File: config.mk
export PLATFORM = sky130hd
export DESIGN_NAME = reset_strap_wake_pins
export DESIGN_NICKNAME = d
export VERILOG_FILES = /design/src/hw/rsw_pkg.sv /design/src/hw/reset_strap_wake_pins.sv
export VERILOG_INCLUDE_DIRS = /design/src /design/src/hw
export SDC_FILE = /design/constraint.sdc
export NUM_CORES = 1
export LEC_CHECK = 0
export ABC_AREA = 1
export ABC_CLOCK_PERIOD_IN_PS = 1550
export BUFFER_PORTS_ARGS = -buffer_cell sky130_fd_sc_hd__buf_2
export CORE_ASPECT_RATIO = 1.25
export CORE_MARGIN = 2
export CORE_UTILIZATION = 48
export CTS_CLUSTER_SIZE = 30
export DETAILED_ROUTE_END_ITERATION = 6
export HOLD_SLACK_MARGIN = 0.02
export PLACE_DENSITY_LB_ADDON = 0.3
export SYNTH_ARGS = -nofsm -noshare
export SYNTH_HDL_FRONTEND = slang
export SYNTH_SLANG_ARGS = --single-unit
export TNS_END_PERCENT = 100
File: constraint.sdc
create_clock -name clk -period 1.55 [get_ports clk]
set_input_delay 0.155 -clock clk [delete_from_list [all_inputs] [get_ports clk]]
set_output_delay 0.155 -clock clk [all_outputs]
set_load 0.02 [all_outputs]
File: src/hw/rsw_consts.svh
// constants for the reset, strap latch and wake pin block
`ifndef RSW_CONSTS_SVH
`define RSW_CONSTS_SVH
`define RSW_CLK_PERIOD_NS   8
`define RSW_POR_TIME_NS     2000
`define RSW_CMD_RST_TIME_NS 1000
`define RSW_OFS_CTRL        8'h00
`define RSW_OFS_IRQ_CFG     8'h04
`define RSW_OFS_WAKE_CFG    8'h08
`define RSW_OFS_STATUS      8'h0c
`define RSW_OFS_MASK        8'h10
`define RSW_OFS_STRAP       8'h14
`define RSW_CTRL_RST_BIT    0
`define RSW_CTRL_WCLR_BIT   1
`define RSW_IRQ_POL_BIT     0
`define RSW_IRQ_OD_BIT      1
`define RSW_WAKE_EN_BIT     0
`define RSW_WAKE_POL_BIT    1
`define RSW_WAKE_OD_BIT     2
`define RSW_WAKE_SEL_LSB    4
`define RSW_ST_LATCH_BIT    0
`define RSW_ST_CMDRST_BIT   1
`define RSW_ST_WAKE_BIT     2
`define RSW_ST_EXT_BIT      3
`define RSW_STRAP_LVL_LSB   8
`define RSW_STRAP_VALID_BIT 12
`define RSW_IRQ_CFG_RST     2'h0
`define RSW_WAKE_CFG_RST    6'h00
`define RSW_MASK_RST        4'h0
`endif

File: src/hw/rsw_pkg.sv
// types shared by the reset, strap latch and wake pin block
package rsw_pkg;
   typedef enum logic [2:0] {
      ST_POR = 3'b001,
      ST_CMD = 3'b010,
      ST_RUN = 3'b100
   } seq_state_t;
   typedef enum logic [1:0] {
      LVL_LOW  = 2'b00,
      LVL_MID  = 2'b01,
      LVL_HIGH = 2'b11
   } clk_level_t;
endpackage

File: src/hw/reset_strap_wake_pins.sv
// reset sequencing, strap latching, interrupt and wake pins with an avalon-mm register slave
`timescale 1ns/10ps
`include "rsw_consts.svh"

module reset_strap_wake_pins
   import rsw_pkg::*;
#(
   parameter int STRAP_W        = 4,
   parameter int POR_CYCLES     = (`RSW_POR_TIME_NS + `RSW_CLK_PERIOD_NS - 1) / `RSW_CLK_PERIOD_NS,
   parameter int CMD_RST_CYCLES = (`RSW_CMD_RST_TIME_NS + `RSW_CLK_PERIOD_NS - 1)
                                  / `RSW_CLK_PERIOD_NS
) (
   input  wire logic               clk,
   input  wire logic               srst,
   input  wire logic [7:0]         avs_address,
   input  wire logic               avs_read,
   input  wire logic               avs_write,
   input  wire logic [31:0]        avs_writedata,
   input  wire logic [3:0]         avs_byteenable,
   output logic      [31:0]        avs_readdata,
   output logic                    avs_waitrequest,
   input  wire logic               rst_pin_n_in,
   output logic                    rst_pin_out,
   output logic                    rst_pin_oe,
   input  wire logic               net_reset_cmd,
   input  wire logic [STRAP_W-1:0] strap_in,
   input  wire logic [1:0]         osc_input_mode_strap,
   input  wire logic               wake_detect,
   input  wire logic               eeprom_load_fail,
   input  wire logic               err_led_req,
   input  wire logic               irq_src,
   output logic                    core_reset,
   output logic [STRAP_W-1:0]      straps_latched,
   output logic                    straps_valid,
   output logic                    ref_clk_out_en,
   output logic                    osc_in_schmitt,
   output logic                    irq_out,
   output logic                    irq_oe,
   output logic                    error_indicator_pin,
   output logic                    error_indicator_oe,
   output logic [2:0]              wake_event_out,
   output logic [2:0]              wake_event_oe
);

   // drive for a pin of programmable polarity and drive type: {out, oe}
   function automatic logic [1:0] pin_drive(input logic act, input logic pol,
                                            input logic od);
      logic lvl;
      lvl = act ~^ pol;
      pin_drive = od ? {1'b0, ~lvl} : {lvl, 1'b1};
   endfunction

   localparam int CNT_W = $clog2(POR_CYCLES + CMD_RST_CYCLES + 1);

   seq_state_t         state_r;
   seq_state_t         state_nxt;
   logic [CNT_W-1:0]   cnt_r;
   logic [CNT_W-1:0]   cnt_nxt;
   logic               pin_d_r;
   logic [1:0]         irq_cfg_r;
   logic [5:0]         wake_cfg_r;
   logic [3:0]         status_r;
   logic [3:0]         status_nxt;
   logic [3:0]         mask_r;
   logic               wake_pend_r;
   logic               wait_r;
   logic [31:0]        rdata_r;
   logic [STRAP_W-1:0] straps_r;
   logic [1:0]         lvl_r;
   logic               valid_r;
   logic               clk_en_r;
   logic               schmitt_r;

   // bus decode
   wire        req        = avs_read | avs_write;
   wire        accept     = req & wait_r;
   wire        done       = req & ~wait_r;
   wire        wr_done    = done & avs_write & avs_byteenable[0];
   wire        sel_ctrl   = avs_address == `RSW_OFS_CTRL;
   wire        sel_irq    = avs_address == `RSW_OFS_IRQ_CFG;
   wire        sel_wake   = avs_address == `RSW_OFS_WAKE_CFG;
   wire        sel_status = avs_address == `RSW_OFS_STATUS;
   wire        sel_mask   = avs_address == `RSW_OFS_MASK;
   wire        sel_strap  = avs_address == `RSW_OFS_STRAP;
   wire        host_rst   = wr_done & sel_ctrl & avs_writedata[`RSW_CTRL_RST_BIT];
   wire        wake_clr   = wr_done & sel_ctrl & avs_writedata[`RSW_CTRL_WCLR_BIT];
   wire [31:0] strap_word = {19'h0, valid_r, 2'h0, lvl_r, {(8-STRAP_W){1'b0}}, straps_r};
   wire [31:0] rd_mux     = sel_irq    ? {30'h0, irq_cfg_r}  :
                            sel_wake   ? {26'h0, wake_cfg_r} :
                            sel_status ? {28'h0, status_r}   :
                            sel_mask   ? {28'h0, mask_r}     :
                            sel_strap  ? strap_word          : 32'h0;

   // config fields
   wire       irq_pol  = irq_cfg_r[`RSW_IRQ_POL_BIT];
   wire       irq_od   = irq_cfg_r[`RSW_IRQ_OD_BIT];
   wire       wake_en  = wake_cfg_r[`RSW_WAKE_EN_BIT];
   wire       wake_pol = wake_cfg_r[`RSW_WAKE_POL_BIT];
   wire       wake_od  = wake_cfg_r[`RSW_WAKE_OD_BIT];
   wire [1:0] wake_sel = wake_cfg_r[`RSW_WAKE_SEL_LSB +: 2];

   // reset sequencing
   wire cmd_req   = net_reset_cmd | host_rst;
   wire pin_rise  = rst_pin_n_in & ~pin_d_r;
   wire seq_end   = (state_r != ST_RUN) & (state_nxt == ST_RUN);
   wire latch_evt = seq_end | pin_rise;

   always_comb begin
      state_nxt = state_r;
      cnt_nxt   = cnt_r;
      case (state_r)
         ST_POR: begin
            if (cnt_r == '0) begin
               state_nxt = ST_RUN;
            end else begin
               cnt_nxt = cnt_r - 1'b1;
            end
         end
         ST_CMD: begin
            if (cnt_r == '0) begin
               state_nxt = ST_RUN;
            end else begin
               cnt_nxt = cnt_r - 1'b1;
            end
         end
         ST_RUN: begin
            if (cmd_req) begin
               state_nxt = ST_CMD;
               cnt_nxt   = CNT_W'(CMD_RST_CYCLES - 1);
            end
         end
         default: begin
            state_nxt = ST_POR;
            cnt_nxt   = CNT_W'(POR_CYCLES - 1);
         end
      endcase
   end

   always_ff @(posedge clk) begin
      if (srst) begin
         state_r <= ST_POR;
         cnt_r   <= CNT_W'(POR_CYCLES - 1);
      end else begin
         state_r <= state_nxt;
         cnt_r   <= cnt_nxt;
      end
   end

   // the pin is open drain: only ever pulled low, released otherwise
   always_ff @(posedge clk) begin
      if (srst) begin
         pin_d_r     <= 1'b0;
         rst_pin_out <= 1'b0;
         rst_pin_oe  <= 1'b1;
         core_reset  <= 1'b1;
      end else begin
         pin_d_r     <= rst_pin_n_in;
         rst_pin_out <= 1'b0;
         rst_pin_oe  <= state_nxt != ST_RUN;
         core_reset  <= (state_nxt != ST_RUN) | ~rst_pin_n_in;
      end
   end

   // strap capture; a floating three-level strap reads as middle in the comparator
   always_ff @(posedge clk) begin
      if (srst) begin
         straps_r  <= '0;
         lvl_r     <= 2'h0;
         valid_r   <= 1'b0;
         clk_en_r  <= 1'b0;
         schmitt_r <= 1'b0;
      end else if (latch_evt) begin
         straps_r  <= strap_in;
         lvl_r     <= osc_input_mode_strap;
         valid_r   <= 1'b1;
         clk_en_r  <= osc_input_mode_strap != LVL_LOW;
         schmitt_r <= osc_input_mode_strap == LVL_HIGH;
      end
   end

   assign straps_latched = straps_r;
   assign straps_valid   = valid_r;
   assign ref_clk_out_en = clk_en_r;
   assign osc_in_schmitt = schmitt_r;

   // sticky events; only bits already reported by the read are cleared, and a set wins
   assign status_nxt = (status_r & ~((done & avs_read & sel_status) ? rdata_r[3:0] : 4'h0))
                       | {irq_src, wake_en & wake_detect, seq_end & (state_r == ST_CMD),
                          latch_evt};

   always_ff @(posedge clk) begin
      if (srst) begin
         wait_r     <= 1'b1;
         rdata_r    <= 32'h0;
         irq_cfg_r  <= `RSW_IRQ_CFG_RST;
         wake_cfg_r <= `RSW_WAKE_CFG_RST;
         mask_r     <= `RSW_MASK_RST;
         status_r   <= 4'h0;
      end else begin
         wait_r   <= ~accept;
         rdata_r  <= accept ? rd_mux : rdata_r;
         status_r <= status_nxt;
         if (wr_done & sel_irq) begin
            irq_cfg_r <= avs_writedata[1:0];
         end
         if (wr_done & sel_wake) begin
            wake_cfg_r <= avs_writedata[5:0];
         end
         if (wr_done & sel_mask) begin
            mask_r <= avs_writedata[3:0];
         end
      end
   end

   assign avs_waitrequest = wait_r;
   assign avs_readdata    = rdata_r;

   // wake pending holds until software clears it or wake_en drops; a new event in the same cycle wins
   always_ff @(posedge clk) begin
      if (srst) begin
         wake_pend_r <= 1'b0;
      end else begin
         wake_pend_r <= (wake_pend_r & ~wake_clr & wake_en) | (wake_en & wake_detect);
      end
   end

   // pin drivers, all registered
   wire [1:0] irq_drv   = pin_drive(|(status_nxt & mask_r), irq_pol, irq_od);
   wire [1:0] wake_drv  = pin_drive(wake_pend_r, wake_pol, wake_od);
   wire       on_err    = wake_en & (wake_sel == 2'd0);
   // forcing the error function means a wake listener there may see false events
   wire       err_force = on_err & eeprom_load_fail;

   always_ff @(posedge clk) begin
      if (srst) begin
         irq_out             <= 1'b0;
         irq_oe              <= 1'b0;
         error_indicator_pin <= 1'b0;
         error_indicator_oe  <= 1'b1;
         wake_event_out      <= 3'h0;
         wake_event_oe       <= 3'h0;
      end else begin
         irq_out <= irq_drv[1];
         irq_oe  <= irq_drv[0];
         if (on_err & ~err_force) begin
            error_indicator_pin <= wake_drv[1];
            error_indicator_oe  <= wake_drv[0];
         end else begin
            error_indicator_pin <= err_led_req;
            error_indicator_oe  <= 1'b1;
         end
         for (int i = 0; i < 3; i++) begin
            wake_event_out[i] <= (wake_en & (wake_sel == 2'(i + 1))) & wake_drv[1];
            wake_event_oe[i]  <= (wake_en & (wake_sel == 2'(i + 1))) & wake_drv[0];
         end
      end
   end

   AST_POR_AFTER_SRST: assert property (@(posedge clk) srst |=> (core_reset && rst_pin_oe) [*2])
      else $error("power-on reset did not start after srst");
   AST_PIN_HOLDS_RESET: assert property (@(posedge clk) disable iff (srst)
      !rst_pin_n_in |=> core_reset)
      else $error("reset pin low but core not in reset");
   AST_CMD_PULLS_PIN: assert property (@(posedge clk) disable iff (srst)
      (net_reset_cmd && state_r == ST_RUN) |=> rst_pin_oe && !rst_pin_out ##1 rst_pin_oe)
      else $error("reset command did not pull the reset pin");
   AST_STRAP_CAPTURE: assert property (@(posedge clk) disable iff (srst)
      latch_evt |=> straps_latched == $past(strap_in) && straps_valid)
      else $error("straps not captured at latch event");
   AST_STRAP_HOLD: assert property (@(posedge clk) disable iff (srst)
      !latch_evt |=> $stable(straps_latched) && $stable(ref_clk_out_en) && $stable(osc_in_schmitt))
      else $error("strap selections changed without a latch event");
   AST_CLK_LOW: assert property (@(posedge clk) disable iff (srst)
      (latch_evt && osc_input_mode_strap == LVL_LOW) |=> !ref_clk_out_en && !osc_in_schmitt)
      else $error("low clock strap gave wrong selection");
   AST_CLK_MID: assert property (@(posedge clk) disable iff (srst)
      (latch_evt && osc_input_mode_strap == LVL_MID) |=> ref_clk_out_en && !osc_in_schmitt)
      else $error("middle clock strap gave wrong selection");
   AST_CLK_HIGH: assert property (@(posedge clk) disable iff (srst)
      (latch_evt && osc_input_mode_strap == LVL_HIGH) |=> ref_clk_out_en && osc_in_schmitt)
      else $error("high clock strap gave wrong selection");
   AST_IRQ_OD: assert property (@(posedge clk) disable iff (srst)
      ($past(irq_od) && irq_oe) |-> !irq_out)
      else $error("open-drain interrupt drove high");
   AST_WAKE_SET: assert property (@(posedge clk) disable iff (srst)
      (wake_en && wake_detect && !wake_clr) |=> wake_pend_r
      ##1 (wake_pend_r || $past(wake_clr) || !$past(wake_en)))
      else $error("wake event not registered");
   AST_WAKE_OFF: assert property (@(posedge clk) disable iff (srst)
      !wake_en |=> wake_event_oe == 3'h0 && wake_event_out == 3'h0)
      else $error("wake output active while disabled");
   AST_ERR_FORCED: assert property (@(posedge clk) disable iff (srst)
      err_force |=> error_indicator_pin == $past(err_led_req) && error_indicator_oe)
      else $error("error function not forced on load failure");

endmodule // reset_strap_wake_pins

Word-level counts from Yosys, hierarchy flattened:

Cells that the tools add are included.

* bitwise operators: 50
* multipliers: 0
* divide/modulo/power cells: 0
* add/sub/neg operators: 1
* order comparisons: 0
* shift operators: 0
* equality and inequality tests: 17
* mux-type cells: 15
* reductions and logical operators: 9

Operator list (number)
* $mux W13: 5
* $and A1 B1 Y1: 30
* $mux W9: 2
* $pmux W9 S2: 1
* $eq A8 B4 Y1 const B: 2
* $eq A8 B5 Y1 const B: 2
* $logic_not A9 Y1: 1
* $not A1 Y1: 9
* $sub A9 B1 Y9 const B: 1
* $and A4 B4 Y4: 2
* $eq A8 B3 Y1 const B: 1
* $logic_not A8 Y1: 1
* $eq A2 B2 Y1 const B: 3
* $eq A3 B3 Y1 const B: 2
* $mux W3: 2
* $ne A3 B3 Y1 const B: 2
* $pmux W3 S2: 1
* $reduce_or A2 Y1: 3
* $or A1 B1 Y1: 5
* $mux W4: 1
* $ne A2 B2 Y1 const B: 2
* $not A4 Y4: 1
* $or A4 B4 Y4: 1
* $reduce_or A4 Y1: 1
* 9 further kinds: 11

* logic and storage cells: 115
* bits in read-only memories: 0
* input port bits: 60
* output and inout bits: 53
* memories kept: 0
* memory bits (writable): 0
* register bits after elaboration: 84
* bits in latches: 0

Depth between registers and ports, before layout:

Gate-level depths: netlist of the first run.

* word-level depth: 18
* depth in mapped cells: 14
* gate-level depth less buffers: 14

Least setup slack after synthesis of the first run:

Ideal clock, no wire load.

* path kind: register to register
* start point: register wait_r, in the netlist avs_waitrequest
* end point: register cnt_r[3]
* period minus slack after synthesis: 1.497 ns
* path buffers: 0
* stages on the path, launching flop included: 12
* library setup time: 0.123 ns
* arrival time: 1.374 ns
* required time: 1.427 ns
* setup slack: 0.053 ns
* cell sequence: dfxtp_1 nand3b_1 nor2_4 nand2_2 o21ai_2 inv_2 nand2_4 nand2_4 clkinv_4 nand2_1 nand2_1 nand3_1

* cells in the longest elaborated chain, start to end: 9

Ends and longest elaborated chain
* start: declaration: RTL line reset_strap_wake_pins.sv:66 `logic wait_r;`
* start signal: assignment: RTL line reset_strap_wake_pins.sv:200 `wait_r <= ~accept;`
* $not A1 Y1: RTL line reset_strap_wake_pins.sv:77 `wire done = req & ~wait_r;`
* $and A1 B1 Y1: RTL line reset_strap_wake_pins.sv:77
* $and A1 B1 Y1 (2 in series): RTL line reset_strap_wake_pins.sv:78 `wire wr_done = done & avs_write & avs_byteenable[0];`
* $and A1 B1 Y1 (2 in series): RTL line reset_strap_wake_pins.sv:85 `` wire host_rst = wr_done & sel_ctrl & avs_writedata[`RSW_CTRL_RST_BIT]; ``
* $or A1 B1 Y1: RTL line reset_strap_wake_pins.sv:103 `wire cmd_req = net_reset_cmd | host_rst;`
* $ne A2 B2 Y1 (no line)
* $reduce_and A2 Y1 (no line)
* end signal: assignment: RTL line reset_strap_wake_pins.sv:142 `cnt_r <= CNT_W'(POR_CYCLES - 1);`
* end signal: assignment: RTL line reset_strap_wake_pins.sv:145 `cnt_r <= cnt_nxt;`
* end: declaration: RTL line reset_strap_wake_pins.sv:57 `logic [CNT_W-1:0] cnt_r;`

No other way between the ends.
A chain may end at the register's enable or synchronous reset.

Worst setup path in the final report of the first run:

* start point: register wait_r, in the netlist avs_waitrequest
* end point: register cnt_r[7]

The elaborated chain is that of the path after synthesis.

==> results.yml, run 1 <==
synthesis:
  ys_types: 33
  ys_seq_area_share_pct: 43.4
  yosys_warnings: 0
  syn-cell-area_um2: 2820
  synth_area_per_cell_um2: 7.41
  synth_seq_cells: 61
  netlist_instances: 380
clock_network:
  cts_htree_levels: 3
  cts_made_buffers: 9
  clkSinkCount: 61
  clk_pin_slew_ns: 0.07
  cts_root_buf: "clkbuf_8"
  worstSkewPairLatency_ns: 0.35
  cts_tree: "built"
  cts_buffer_depth: 2
placement:
  pre_cts_slack_ns: -0.0302
  portBuffers: 59
  dp_hpwl_um: 4920
  globalplace.congestion: 0.866
critical_path:
  cp-start-kind: "flip-flop"
  path_depth: 9
  cp_data_arrival_time_ns: 1.84
  cp_num_buf_inv: 1
  cp-endpoint: "cnt_r[7]"
  required_ns: 1.77
  path_cells: "nand3b_1 -> nor2_4 -> nand2_2 -> o21ai_4 -> inv_2 -> nand2_4 -> nand2_8 -> nor2_2 -> a31oi_1"
  path_delay_family: "simple AND/OR/NAND/NOR gates"
  crit_slowest_cell: "dfxtp_2"
  r2r-start: "avs_waitrequest"
  worstRegToRegCells: 9
  max_stage_delay_ns: 0.33
  reg2reg_slack_ns: -0.06
  rr_endpoint: "cnt_r[7]"
  cp_max_fo: 8
  cp-startpoint: "avs_waitrequest"
  end_kind: "flip-flop"
  path_class: "reg -> reg"
routing:
  vias_per_cell: 5.09
  antenna_left: 0
  wl_per_cell_um: 13.2
  drt_pass1_iterations: 4
  routed_wl_um: 7190
  drcViolationCount: 0
  drtIter0Drc: 184
  vias: 2768
grt:
  grtUsageMet3_pct: 5.80
  grt_antenna_before_repair: 0
  met2_usage_pct: 36.1
  grt_start_max_net_pins: 23
  grtUsageTotal_pct: 21.7
  overflow: 0
  grt_util_met1_pct: 23.8
  grt_pass1_wl_um: 10600
  grt_pass1_vias: 2422
  busiest_layer: "met2"
timing:
  finalMaxSlewViolations: 0
  finalCriticalPeriod_ns: 1.61
  rsz0062_at_grt: "yes"
  fmax_mhz: 621
  finalCritPeriodShare_pct: 104
  setup_ws_ns: -0.0614
  final_hold_viol_count: 0
  setup_viol: 9
  whs_ns: 0.0558
  skew_ns: 0.00858
die:
  dieArea_um2: 6500
  fp.coreArea_um2: 5740
  die_w_um: 72.5
  die_y_um: 89.6
  rows: 31
  initial_core_util_pct: 49.1
  io_pins: 113
final_layout:
  syn_to_final_growth_pct: 29.8
  drive_gt1_share_pct: 32.2
  num-nets-final: 536
  fin_util_pct: 63.7
  nFillCells: 510
  num_antenna_cells: 0
min_path:
  hold_path_class: "in -> reg"
status:
  status: "finished, violations left"
  violations: "setup timing"
power:
  leakagePower_nw: 1.71
  ir_drop_mv: 0.568
  power.density_nw_per_um2: 956
flow_run:
  max_cap_violations: 0
==> placed cells by master, fill, tap and decap left out, types with 3 or more instances in the layout <==
master    synthesis  routed
nor2_2            5      11
buf_2             2      59
nor2_1           36      29
inv_2             4       6
nand2_2           2       8
inv_1            41      39
dfxtp_2           0       3
dfxtp_1          61      58
o211ai_1          8       8
xor2_1            3       3
o21ai_0          21      20
nand2_1          64      57
a21oi_1          41      39
nand3_1          25      23
nor3_1            6       4
nor2_4            2       3
nor3_2            1       3
buf_4            24      29
nor4_1            4       4
a31oi_1           3       3
clkbuf_8          0      11
o21ai_1           5       5
conb_1            1      24
==> area by class of cell <==
cell class	instances	area [um^2]	share of cell area, %
clock buffer	11	151	4.14
clock inverter	4	47.5	1.30
inverter	48	190	5.20
multi-input combinational	263	1410	38.5
sequential	61	1220	33.5
tap	66	82.6	2.26
timing repair buffer	91	553	15.1
==> through the flow <==
step,TNS [ns],power [W],area [um^2],instances
2_1_floorplan,0,0.00194,2900,403
3_3_place_gp,-0.0159,0.00204,3270,522
3_5_place_dp,-0.0836,0.00205,3270,522
4_1_cts,-0.0183,0.00349,3510,539
5_1_grt,-1.12,0.00363,3660,544
6_report,-0.246,0.00350,3660,544
==> per-layer routing <==
layer  vias to the layer above  share of wire (%)  wire [um]
met1                      1258                 41       2920
met3                        27                6.0        433
met5                         -                  0          0
met2                       103                 49       3500
li1                       1380                  -          -
met4                         0                4.6        331
==> worst min-delay path by stage <==
stage | slack (ns) | end | cells after the start | from
floorplan | 0.22 | core_reset | 1 | rst_pin_n_in
global placement | 0.34 | core_reset | 2 | rst_pin_n_in
detailed placement | 0.34 | core_reset | 2 | rst_pin_n_in
CTS | 0.04 | straps_latched[2] | 3 | strap_in[2]
global route | 0.07 | wake_cfg_r[5] | 3 | avs_writedata[5]
finish | 0.06 | wake_cfg_r[5] | 3 | avs_writedata[5]
==> Yosys cell counts, drive strengths merged <==
library cell	instances	share of area, %
o21ai	28	5.2
buf	26	6.8
nand2	69	10
nand3b	1	0.27
nor2	43	6.7
dfxtp	61	43
ha	2	0.89
nor4	4	0.89
nor3	7	1.4
inv	46	6.2
clkbuf	5	0.67
or2	1	0.22
a221oi	1	0.31
a21oi	41	7.3
clkinv	2	0.44
o211ai	8	2.1
nand4	2	0.44
xor2	3	0.93
conb	1	0.13
nand3	25	4.4
a31oi	3	0.67
o21bai	1	0.40
==> flip-flops by register name, summed over array words and instances, names as in the netlist, 2 cells and up <==
| name | flops |
|---|---|
| cnt_r | 9 |
| wake_event_oe | 3 |
| state_r | 3 |
| wake_cfg_r | 6 |
| mask_r | 4 |
| irq_cfg_r | 2 |
| wake_event_out | 3 |
| avs_readdata | 9 |
| status_r | 4 |
| lvl_r | 2 |
| straps_latched | 4 |
==> timing repair <==
action                                  in CTS  in global routing
pin swaps                                    0                  8
endpoints found under the setup margin       7                 16
gates resized for setup                      5                 31
hold buffers                                 2                  0
setup buffers                                0                  5
hold endpoints to repair                     2                  0
==> report_power, final <==
| part | total, W | internal (W) | leakage, nW | switching, W |
|---|---|---|---|---|
| logic | 0.000398 | 0.000145 | 1.11 | 0.000253 |
| registers | 0.00165 | 0.00161 | 0.497 | 0.0000337 |
| clock network | 0.00145 | 0.000815 | 0.101 | 0.000636 |
==> tightest hold or removal path, stage by stage <==
cell and delay (ns):
buf_2 0.07, o21ai_0 0.07, nor2_1 0.08
==> cells by family after synthesis <==
group | synth area share, %
XOR/XNOR | 0.933
AO/OA/AOI/OAI | 16.0
AND/OR/NAND/NOR | 24.6
flip-flops | 43.4
adder cells (fa/ha/maj) | 0.888
other | 0.133
buffers and inverters | 14.1
Note: power is estimated with default switching activity, not from simulation.
==> run 2, diff against run 1 <==
--- a/config.mk
+++ b/config.mk
@@ -7,11 +7,13 @@
 export NUM_CORES = 1
 export LEC_CHECK = 0
 export ABC_AREA = 1
-export ABC_CLOCK_PERIOD_IN_PS = 1550
 export BUFFER_PORTS_ARGS = -buffer_cell sky130_fd_sc_hd__buf_2
+export CAP_MARGIN = 20
+export CELL_PAD_IN_SITES_DETAIL_PLACEMENT = 0
+export CELL_PAD_IN_SITES_GLOBAL_PLACEMENT = 2
 export CORE_ASPECT_RATIO = 1.25
 export CORE_MARGIN = 2
-export CORE_UTILIZATION = 48
+export CORE_UTILIZATION = 25
 export CTS_CLUSTER_SIZE = 30
 export DETAILED_ROUTE_END_ITERATION = 6
 export HOLD_SLACK_MARGIN = 0.02
==> run 2 against run 1 <==
  * The flow now finishes without violations
  * Clock power is 49% higher
  * Maximum frequency up 4.4%
  * Sequential cell count did not move
  * Worst hold slack worse by 0.022 ns
  * Sequential share of layout area down 1.7 points
  * Combinational power increased by 5.5%
  * Utilization fell by 29 points
  * Count of clock-buffer cells in the layout unchanged
  * First-iteration DRC count decreased by 40%
  * Total power rose by 21%
  * Register-to-register slack improved by 0.07 ns
  * Critical path depth rose by 2
  * Critical endpoint is now cnt_r[3]
==> results.yml, run 2 (synthesis gave the netlist of run 1 again) <==
critical_path:
  crit_slowest_cell: "dfxtp_2"
  end_kind: "flip-flop"
  cp_data_arrival_time_ns: 1.75
  path_depth: 11
  cp_num_buf_inv: 2
  path_class: "reg -> reg"
  max_stage_delay_ns: 0.32
  path_delay_family: "simple AND/OR/NAND/NOR gates"
  cp_max_fo: 8
  rr_endpoint: "cnt_r[3]"
  cp-endpoint: "cnt_r[3]"
  cp-startpoint: "avs_waitrequest"
  r2r-start: "avs_waitrequest"
  worstRegToRegCells: 11
  required_ns: 1.75
  cp-start-kind: "flip-flop"
  path_cells: "nand3b_1 -> nor2_4 -> nand2_2 -> o21ai_4 -> inv_2 -> nand2_4 -> nand2_8 -> clkinv_8 -> nand2_4 -> nand2_2 -> nand3_2"
  reg2reg_slack_ns: 0.007
die:
  dieArea_um2: 12100
  initial_core_util_pct: 25.5
  die_y_um: 123
  rows: 43
  die_w_um: 98.9
  fp.coreArea_um2: 11000
  io_pins: 113
timing:
  skew_ns: 0.00694
  finalCriticalPeriod_ns: 1.54
  finalCritPeriodShare_pct: 99.6
  setup_viol: 0
  setup_ws_ns: 0.00675
  tns_ns: 0
  finalMaxSlewViolations: 0
  fmax_mhz: 648
  rsz0062_at_grt: "yes"
  whs_ns: 0.0339
  final_hold_viol_count: 0
clock_network:
  cts_root_buf: "clkbuf_16"
  cts_buffer_depth: 2
  clk_pin_slew_ns: 0.06
  cts_made_buffers: 9
  worstSkewPairLatency_ns: 0.33
  cts_htree_levels: 3
  clkSinkCount: 61
  cts_tree: "built"
routing:
  drtIter0Drc: 111
  antenna_left: 0
  vias: 2648
  drt_pass1_iterations: 4
  wl_per_cell_um: 12.5
  routed_wl_um: 7670
  vias_per_cell: 4.31
  drcViolationCount: 0
grt:
  grtUsageTotal_pct: 12.8
  grt_pass1_wl_um: 12100
  grt_antenna_before_repair: 0
  grt_pass1_vias: 2438
  overflow: 0
  grt_start_max_net_pins: 24
status:
  status: "complete, no violations"
final_layout:
  nFillCells: 1173
  multi_input_area_um2: 1390
  ff_latch_area_um2: 1220
  final_cell_mix: "buf_2 (59), nand2_1 (58), dfxtp_1 (58), inv_1 (39), a21oi_1 (39)"
  num_antenna_cells: 0
  num-nets-final: 536
  fin_util_pct: 34.9
  drive_gt1_share_pct: 31.3
  syn_to_final_growth_pct: 36.8
  final_common_cell: "buf_2"
placement:
  portBuffers: 59
  pre_cts_slack_ns: -0.0564
  dp_hpwl_um: 5710
  globalplace.congestion: 0.762
power:
  finalPower_w: 0.00424
  leakagePower_nw: 1.76
  power.density_nw_per_um2: 1100
  ir_drop_mv: 0.381
min_path:
  hold_path_class: "in -> reg"
flow_run:
  max_cap_violations: 0
run 2: worst min path at each step:
stage | startpoint | to | depth (start not counted)
floorplan | rst_pin_n_in | core_reset | 1
global placement | rst_pin_n_in | core_reset | 2
detailed placement | rst_pin_n_in | core_reset | 2
CTS | eeprom_load_fail | error_indicator_oe | 3
global route | eeprom_load_fail | error_indicator_oe | 3
finish | eeprom_load_fail | error_indicator_oe | 3
run 2: layout make-up:
type,instances,area share [%]
multi-input cells,263,36.0
flip-flops and latches,61,31.8
repair buffers,91,14.3
clock buffers,11,6.30
inverters,48,5.06
well taps,135,4.38
clock inverters,5,2.18
run 2: per-stage QoR:
step / cell area [um^2] / instances
2_1_floorplan: 2900 / 403
3_3_place_gp: 3380 / 594
3_5_place_dp: 3380 / 594
4_1_cts: 3770 / 612
5_1_grt: 3850 / 614
6_report: 3850 / 614
run 2: layer usage:
metal	up-vias	wire (um)	track usage (%)	part of all wire, %
met5	-	0	0	0
met4	0	143	5.82	1.9
met3	10	330	2.62	4.3
met2	64	3670	21.3	48
met1	1191	3530	15.9	46
li1	1383	-	-	-
run 2: what timing repair did:
action,4_1_cts,5_1_grt
gates resized for setup,9,20
hold endpoints to repair,1,0
pin swaps,0,8
setup buffers,1,2
hold buffers,1,0
endpoints found under the setup margin,11,14
run 2: power breakdown:
group / leakage, nW / switching [W] / total [W] / internal, W
logic: 1.12 / 0.000265 / 0.000420 / 0.000155
registers: 0.497 / 0.0000356 / 0.00165 / 0.00162
clock network: 0.152 / 0.000712 / 0.00216 / 0.00145
run 2: worst min-delay path, stage by stage:
cell and delay, ns:
buf_2 0.09, nor4_2 0.04, nand3_1 0.05
